--- src/rbc_pkg.sv ---
// Package for the reset and bus configuration control block.
// Assumes a single 20 MHz system clock and a synchronous active-low reset.
package rbc_pkg;

  // ****************************************************************
  // Bus configuration codes, as {bus active, config hi, config lo}.
  // ****************************************************************
  localparam logic [2:0] RBC_CODE_DEMUX8 = 3'h0;
  localparam logic [2:0] RBC_CODE_MUX8   = 3'h1;
  localparam logic [2:0] RBC_CODE_MUX16  = 3'h2;
  localparam logic [2:0] RBC_CODE_SINGLE = 3'h4;

  // ****************************************************************
  // Timing and field constants.
  // ****************************************************************
  localparam int          RBC_CLK_NS        = 50;
  localparam int          RBC_RST_MIN_NS    = 100;
  localparam int          RBC_RST_MIN_CYC   =
    (RBC_RST_MIN_NS + RBC_CLK_NS - 1) / RBC_CLK_NS;
  localparam logic [2:0]  RBC_RST_CNT_W_MAX = 3'h7;
  localparam int          RBC_SEG_LO        = 0;
  localparam int          RBC_SEG_HI        = 1;
  localparam logic [15:0] RBC_ZERO16        = 16'h0000;

  // Operating bus modes decoded from the captured straps.
  typedef enum logic [2:0] {
    RBC_BUS_DEMUX8,
    RBC_BUS_MUX8,
    RBC_BUS_MUX16,
    RBC_BUS_SINGLE,
    RBC_BUS_RESERVED
  } rbc_bus_mode_type;

  // One external access request from the CPU core.
  typedef struct packed {
    logic        req;
    logic        fetch;
    logic        write;
    logic [17:0] addr;
    logic [15:0] wdata;
  } rbc_access_type;

  // Port direction and output values from the port registers.
  typedef struct packed {
    logic [15:0] p0_dir;
    logic [15:0] p0_out;
    logic [15:0] p1_dir;
    logic [15:0] p1_out;
    logic [1:0]  p4_dir;
    logic [1:0]  p4_out;
  } rbc_port_cfg_type;

endpackage

--- src/rbc_control.sv ---
// Reset indication, strap capture, trap and power-down control, clock
// prescaler and external bus pin steering for a 16-bit controller core.
// Assumes the core reports instruction execution as one-cycle pulses
// and that board straps stay stable while the reset input is low.
//
// Overview of operation
// - Capture straps during hardware reset, fix bus mode.
// - Decode codes to demux8, mux8, mux16, single.
// - Reset input low long enough enters reset.
// - Reset indication low during any reset.
// - Indication stays low until end-of-init executes.
// - Falling non-maskable input edge requests trap.
// - Power-down with non-maskable input low enters.
// - Power-down with non-maskable input high ignored.
// - CPU clock enable: prescaled or direct variant.
// - Per-pin direction; inputs leave driver off.
// - Segment port drives A16, A17 on external bus.
// - Read strobe on every external read or fetch.
// - Address latch strobe in multiplexed modes.
// - General port carries address in demux8, and in mux modes once demux8 was seen.
`timescale 1ns/10ps
module rbc_control
  import rbc_pkg::*;
#(
  parameter bit PRESCALE = 1'b1
) (
  // Clock and reset.
  input  wire logic             i_sys_clk,
  input  wire logic             i_rstn,
  // Pins from the board.
  input  wire logic             i_reset_input_n,
  input  wire logic             i_bus_active_strap,
  input  wire logic             i_bus_config_strap_hi,
  input  wire logic             i_bus_config_strap_lo,
  input  wire logic             i_nmi_n,
  // Core events and requests.
  input  wire logic             i_sw_reset,
  input  wire logic             i_wdt_reset,
  input  wire logic             i_end_of_init_instruction,
  input  wire logic             i_power_down_instruction,
  input  wire rbc_access_type   i_access,
  input  wire rbc_port_cfg_type i_port_cfg,
  // Status and events to the core.
  output logic                  o_reset_active,
  output logic                  o_nmi_trap,
  output logic                  o_power_down,
  output logic                  o_cpu_clk_en,
  output rbc_bus_mode_type      o_bus_mode,
  // Pins to the board.
  output logic                  o_reset_indication_n,
  output logic                  o_rd_n,
  output logic                  o_ale,
  output logic [15:0]           o_p0_out,
  output logic [15:0]           o_p0_oe,
  output logic [15:0]           o_p1_out,
  output logic [15:0]           o_p1_oe,
  output logic [1:0]            o_p4_out,
  output logic [1:0]            o_p4_oe
);

  // ****************************************************************
  // Pin synchronisers.
  // ****************************************************************
  logic [4:0] sync1_reg, sync1_next, sync2_reg, sync2_next;
  logic       reset_input_n_s, act_s, hi_s, lo_s, nmi_s;

  // Two flops per pin; only the second stage is read by logic.
  // The reset pin stage clears low, so the hardware reset holds until
  // the pin is really seen high and straps are taken from real pins.
  always_comb begin
    sync1_next = {i_reset_input_n, i_bus_active_strap,
                  i_bus_config_strap_hi, i_bus_config_strap_lo, i_nmi_n};
    sync2_next = sync1_reg;
  end

  always_ff @(posedge i_sys_clk) begin
    if (!i_rstn) begin
      sync1_reg <= 5'h0F;
      sync2_reg <= 5'h0F;
    end else begin
      sync1_reg <= sync1_next;
      sync2_reg <= sync2_next;
    end
  end

  assign {reset_input_n_s, act_s, hi_s, lo_s, nmi_s} = sync2_reg;

  // ****************************************************************
  // Reset sequencing and strap capture.
  // ****************************************************************
  logic [2:0]       low_cnt_reg, low_cnt_next;
  logic             hw_rst_reg, hw_rst_next;
  logic             init_done_reg, init_done_next;
  logic [2:0]       strap_reg, strap_next;
  rbc_bus_mode_type mode_reg, mode_next;
  logic             any_reset;

  // Decode of a captured strap code to a bus mode.
  function automatic rbc_bus_mode_type decode_mode(input logic [2:0] c);
    unique case (c)
      RBC_CODE_DEMUX8: decode_mode = RBC_BUS_DEMUX8;
      RBC_CODE_MUX8:   decode_mode = RBC_BUS_MUX8;
      RBC_CODE_MUX16:  decode_mode = RBC_BUS_MUX16;
      RBC_CODE_SINGLE: decode_mode = RBC_BUS_SINGLE;
      default:         decode_mode = RBC_BUS_RESERVED;
    endcase
  endfunction

  // Short glitches on the reset pin are filtered by a minimum low time.
  always_comb begin
    low_cnt_next = reset_input_n_s ? 3'h0 :
      ((low_cnt_reg == RBC_RST_CNT_W_MAX) ? low_cnt_reg
                                          : low_cnt_reg + 3'h1);
    hw_rst_next  = hw_rst_reg;
    if (reset_input_n_s)
      hw_rst_next = 1'b0;
    else if (int'(low_cnt_reg) + 1 >= RBC_RST_MIN_CYC)
      hw_rst_next = 1'b1;
    any_reset  = hw_rst_reg | i_sw_reset | i_wdt_reset;
    strap_next = strap_reg;
    mode_next  = mode_reg;
    if (hw_rst_reg) begin
      strap_next = {act_s, hi_s, lo_s};
      mode_next  = decode_mode({act_s, hi_s, lo_s});
    end
    init_done_next = init_done_reg;
    if (any_reset)
      init_done_next = 1'b0;
    else if (i_end_of_init_instruction)
      init_done_next = 1'b1;
  end

  always_ff @(posedge i_sys_clk) begin
    if (!i_rstn) begin
      low_cnt_reg   <= 3'h0;
      hw_rst_reg    <= 1'b1;
      init_done_reg <= 1'b0;
      strap_reg     <= RBC_CODE_SINGLE;
      mode_reg      <= RBC_BUS_SINGLE;
    end else begin
      low_cnt_reg   <= low_cnt_next;
      hw_rst_reg    <= hw_rst_next;
      init_done_reg <= init_done_next;
      strap_reg     <= strap_next;
      mode_reg      <= mode_next;
    end
  end

  assign o_reset_indication_n = init_done_reg;
  assign o_reset_active       = any_reset;
  assign o_bus_mode           = mode_reg;

  // ****************************************************************
  // Non-maskable input, power-down and clock prescaler.
  // ****************************************************************
  logic nmi_d_reg, nmi_d_next, trap_reg, trap_next;
  logic pd_reg, pd_next, div_reg, div_next;

  // Power-down only leaves through reset; the oscillator is not modelled.
  always_comb begin
    nmi_d_next = nmi_s;
    trap_next  = nmi_d_reg & ~nmi_s & ~any_reset;
    pd_next    = pd_reg;
    if (any_reset)
      pd_next = 1'b0;
    else if (i_power_down_instruction && !nmi_s)
      pd_next = 1'b1;
    // A request with the input high leaves the state unchanged.
    div_next = PRESCALE ? ~div_reg : 1'b1;
  end

  always_ff @(posedge i_sys_clk) begin
    if (!i_rstn) begin
      nmi_d_reg <= 1'b1;
      trap_reg  <= 1'b0;
      pd_reg    <= 1'b0;
      div_reg   <= 1'b0;
    end else begin
      nmi_d_reg <= nmi_d_next;
      trap_reg  <= trap_next;
      pd_reg    <= pd_next;
      div_reg   <= div_next;
    end
  end

  assign o_nmi_trap   = trap_reg;
  assign o_power_down = pd_reg;
  assign o_cpu_clk_en = div_reg & ~pd_reg;

  // ****************************************************************
  // External bus pin steering.
  // ****************************************************************
  logic        ext, mux, wide, rd_next, ale_next;
  logic [15:0] p0o_n, p0e_n, p1o_n, p1e_n;
  logic [1:0]  p4o_n, p4e_n;
  logic        rd_reg, ale_reg;
  logic [15:0] p0o_reg, p0e_reg, p1o_reg, p1e_reg;
  logic [1:0]  p4o_reg, p4e_reg;
  logic        demux_seen_reg, demux_seen_next;

  // Bus steering is gated off until any reset ends, so bus pins stay quiet in reset.
  always_comb begin
    ext  = ~any_reset & (mode_reg inside {RBC_BUS_DEMUX8, RBC_BUS_MUX8,
                                          RBC_BUS_MUX16});
    mux  = mode_reg inside {RBC_BUS_MUX8, RBC_BUS_MUX16};
    wide = mode_reg == RBC_BUS_MUX16;
    demux_seen_next = demux_seen_reg | (ext & ~mux);
    // Plain port behaviour: driver on only for output pins.
    p0o_n = i_port_cfg.p0_out;
    p0e_n = i_port_cfg.p0_dir;
    p1o_n = i_port_cfg.p1_out;
    p1e_n = i_port_cfg.p1_dir;
    p4o_n = i_port_cfg.p4_out;
    p4e_n = i_port_cfg.p4_dir;
    rd_next  = 1'b1;
    ale_next = 1'b0;
    if (ext) begin
      p4o_n[RBC_SEG_LO] = i_access.addr[16];
      p4o_n[RBC_SEG_HI] = i_access.addr[17];
      p4e_n = 2'h3;
      if (!mux || demux_seen_reg) begin
        p1o_n = i_access.addr[15:0];
        p1e_n = 16'hFFFF;
      end
      if (i_access.req) begin
        rd_next  = i_access.write;
        ale_next = mux;
        if (mux) begin
          p0o_n = wide ? i_access.addr[15:0]
                       : {i_access.addr[15:8], i_access.addr[7:0]};
          p0e_n = 16'hFFFF;
        end else begin
          p0o_n = i_access.write ? i_access.wdata : RBC_ZERO16;
          p0e_n = i_access.write ? 16'hFFFF : 16'hFF00;
        end
      end else begin
        p0e_n = RBC_ZERO16;
      end
    end
  end

  always_ff @(posedge i_sys_clk) begin
    if (!i_rstn) begin
      rd_reg  <= 1'b1;
      ale_reg <= 1'b0;
      p0o_reg <= 16'h0000;
      p0e_reg <= 16'h0000;
      p1o_reg <= 16'h0000;
      p1e_reg <= 16'h0000;
      p4o_reg <= 2'h0;
      p4e_reg <= 2'h0;
      demux_seen_reg <= 1'b0;
    end else begin
      rd_reg  <= rd_next;
      ale_reg <= ale_next;
      p0o_reg <= p0o_n;
      p0e_reg <= p0e_n;
      p1o_reg <= p1o_n;
      p1e_reg <= p1e_n;
      p4o_reg <= p4o_n;
      p4e_reg <= p4e_n;
      demux_seen_reg <= demux_seen_next;
    end
  end

  assign o_rd_n   = rd_reg;
  assign o_ale    = ale_reg;
  assign o_p0_out = p0o_reg;
  assign o_p0_oe  = p0e_reg;
  assign o_p1_out = p1o_reg;
  assign o_p1_oe  = p1e_reg;
  assign o_p4_out = p4o_reg;
  assign o_p4_oe  = p4e_reg;

endmodule

--- config.mk ---
export PLATFORM = sky130hd
export DESIGN_NAME = rbc_control
export DESIGN_NICKNAME = d
export VERILOG_FILES = /design/src/rbc_pkg.sv /design/src/rbc_control.sv
export SDC_FILE = /design/constraint.sdc
export NUM_CORES = 1
export LEC_CHECK = 0
export BUFFER_PORTS_ARGS = -buffer_cell sky130_fd_sc_hd__buf_2
export CAP_MARGIN = 20
export CELL_PAD_IN_SITES_DETAIL_PLACEMENT = 0
export CELL_PAD_IN_SITES_GLOBAL_PLACEMENT = 1
export CORE_ASPECT_RATIO = 2
export CORE_UTILIZATION = 25
export CTS_CLUSTER_DIAMETER = 40
export CTS_CLUSTER_SIZE = 12
export DETAILED_ROUTE_END_ITERATION = 16
export GPL_TIMING_DRIVEN = 0
export HOLD_SLACK_MARGIN = 0.02
export PLACE_DENSITY = 0.62
export SKIP_CTS_REPAIR_TIMING = 1
export SLEW_MARGIN = 10
export SYNTH_ARGS = -nofsm -noshare
export SYNTH_HDL_FRONTEND = slang
export SYNTH_SLANG_ARGS = --single-unit
--- constraint.sdc ---
create_clock -name i_sys_clk -period 1.9 [get_ports i_sys_clk]
set_input_delay 0.19 -clock i_sys_clk [delete_from_list [all_inputs] [get_ports i_sys_clk]]
set_output_delay 0.19 -clock i_sys_clk [all_outputs]
set_load 0.1 [all_outputs]
==> results by group <==
Status
  • Result of the run: complete, no violations

Pwr
  • Pleak: 2.33 nW
  • Worst vdd ir: 0.000438 V
  • Power Density: 1010 nW/um^2

Final layout
  • Ratio of cells with drive above 1 in the final layout: 42.7%
  • Most frequent standard cell in the layout excluding fill and tap cells: buf_2
  • Final design area excluding fillers: 5110 sq um
  • Layout Cells excl Fill: 757
  • Net count reported at finish: 681
  • Number of fillers in the final layout: 1477
  • Reg area: 1870 sq um
  • Multi-input logic area: 1510 sq um
  • Commonest non-fill, non-tap cells in the layout: buf_2, dfxtp_1, nand2_1, o21a_1
  • Area delta synth->final: 42.4%

Global route
  • First-pass GRT wire length: 18.1 mm
  • Congestion Overflow GR: 0
  • Total track usage: 16.5%
  • Initial antenna violation count: 1
  • Via count of the first global-routing pass: 3450
  • Largest net degree at the start of global routing: 19

Timing
  • RSZ-0062 raised after global routing: false
  • Clock period minus final worst setup slack: 1.74 ns
  • Final Hold Viols: 0
  • Worst-Margin Slew: 0.656 ns
  • Worst Skew: 0.00917 ns
  • Worst relative slew slack: 56.3%
  • Maximum clock frequency: 576 MHz
  • Final worst-path cycle share: 91.3%
  • Slew Viols, Final: 0
  • Setup violators final: 0

Synth
  • Primary FF master, synth: dfxtp_1
  • Net count of the mapped netlist: 480
  • Warnings from Yosys: 0
  • Synthesized instance count: 361
  • Dominant combinational cell family by area after synthesis: compound AO/OA/AOI/OAI gates
  • Post-synth ARST share: 0%
  • Cell taking the most area after synthesis: dfxtp_1
  • Sequential area share after synthesis: 51.9%
  • Synth Area in Adders: 1.05%
  • Proportion of synthesized area in mux cells: 4.74%
  • Syn avg cell area: 9.94 sq um
  • Share of the synthesized area in the top cell type: 51.9%
  • Number of enable flip-flop cells after synthesis: 0
  • Parity-gate share of the synthesized area counting xor and xnor cells: 2.27%
  • Area of the mapped netlist: 3590 sq um
  • Distinct cell type count after synthesis: 41
  • Basic-gate share of the synthesized area counting and, or, nand and nor cells: 12.9%
  • Number of register bits inferred by synthesis: 93
  • Post-synthesis compound-gate area fraction: 20.8%
  • Top cells by area in the synthesized netlist: dfxtp_1, mux2i_1, nand2_1

Placed design
  • Number of cells in the design after placement: 739
  • GP Congestion: 0.817
  • Port buffer count: 189
  • Post-DP HPWL: 10.0 mm
  • Area after detailed placement: 4780 sq um

Setup path
  • R2R depth: 5
  • Minimum setup slack among reg-to-reg paths: 0.16 ns
  • Critical setup path kind: reg -> reg
  • Endpoint of the worst register-to-register path: hw_rst_reg
  • Kind of end point of the critical path: register
  • Worst-path fanout max: 4
  • CP Launch Type: register
  • Endpoint arrival time on the critical path: 1.93 ns
  • Reg-to-reg critical path startpoint: low_cnt_reg[0]
  • WP data required: 2.09 ns

CTS
  • Deepest level of the CTS H-tree: 3
  • Number of buffers inserted during clock tree synthesis: 9
  • Post-CTS clock slew at the launch and capture registers of the worst setup and hold paths: 0.07 ns
  • Clock sink total: 93
  • Clock tree from TritonCTS: yes
  • Skew-Pair Late Insertion Delay: 0.34 ns
  • Maximum buffer depth of the clock tree: 2
  • Clock Tree Root: clkbuf_16

Floorplanning
  • Die Ht: 171 um
  • Starting density of the core: 25.7%
  • Die Footprint: 14900 sq um
  • Top Ports: 194
  • Row cnt: 61
  • Standard cell core area: 14000 sq um
  • Die span in x: 86.7 um

Worst hold path
  • Class of the worst hold path: in -> reg
  • Hold worst-path end: sync1_reg[1]
  • Worst hold path startpoint: i_bus_config_strap_lo
  • Hold-critical path depth: 2

Detailed routing
  • First-pass iteration count of the detailed router: 4
  • Number of design rule violations left after detail routing: 0
  • Number of vias after detailed routing: 3478
  • Average vias per placed instance: 4.59
  • Sum of routed wire length over all layers: 12.4 mm
  • Detailed Route Iter0 Violations: 123
  • Antenna violation net count after detailed routing: 0
  • Mean routed wirelength per cell: 16.4 um

Run
  • Max capacitance violation total: 0
## cell type report
cell class | count | area share, %
diodes | 1 | 0.0490
plain buffers | 34 | 4.09
clock buffers | 9 | 4.41
clock inverters | 7 | 1.71
inverters | 5 | 0.367
multi-input cells | 229 | 29.5
flip-flops and latches | 93 | 36.6
well taps | 189 | 4.63
repair buffers | 190 | 18.7
## critical path: stages, from the launching register on
cell     delay, ns
dfxtp_2       0.35
ha_1          0.20
ha_1          0.30
or4b_4        0.52
a31oi_1       0.14
o21ai_0       0.08
## cell usage after synthesis, types with 2 or more instances
cell      number
xnor2_1        2
buf_2         10
nand2b_1       9
buf_1          2
clkbuf_1      11
nor2_1        11
buf_4          6
and2_1         2
o21ai_0       15
ha_1           3
clkinv_1       2
mux2i_1       17
buf_6          4
dfxtp_1       93
o21a_1        21
o211ai_1      16
nand3_1       18
o22ai_1        8
a21oi_1       13
a311oi_1      16
a31oi_1       18
inv_1          3
nand2_1       43
## worst max-delay path by stage
stage | start | endpoint | slack (ns) | depth (start not counted)
finish | low_cnt_reg[0] | hw_rst_reg | 0.16 | 5
floorplan | o_power_down | o_cpu_clk_en | 0.11 | 1
global placement | low_cnt_reg[0] | hw_rst_reg | 0.11 | 5
global route | low_cnt_reg[0] | hw_rst_reg | 0.06 | 5
detailed placement | low_cnt_reg[0] | hw_rst_reg | 0.03 | 5
CTS | hw_rst_reg | o_reset_active | -0.12 | 4
## through the flow
stage	setup WS (ns)	power [mW]	utilization, %	hold slack [ns]	TNS (ns)
finish	0.165	5.18	36.6	0.0299	0
global route	0.0647	5.37	36.6	0.0342	0
CTS	-0.125	5.25	36.4	0.0112	-0.125
detailed placement	0.0264	3.34	34.2	0.374	0
global placement	0.106	3.33	34.2	0.375	0
floorplan	0.108	3.03	-	0.291	0
## kinds of logic after synthesis
family / Yosys count
compound gates: 110
simple gates: 94
fa+ha+maj: 3
xor+xnor: 5
mux: 17
buf+inv: 39
flops: 93
## routing by layer
metal,track usage [%],vias to the layer above,wire [um]
li1,-,1701,-
met1,16.4,1616,4510
met2,32.3,137,6920
met3,2.64,24,647
met4,7.75,0,352
met5,0,-,0
## report_power, final
group / internal [mW] / total [mW] / switching (mW)
logic: 0.270 / 1.20 / 0.930
registers: 2.05 / 2.09 / 0.0353
clock network: 1.05 / 1.89 / 0.841
No activity file was read; power rests on OpenSTA's default activity.
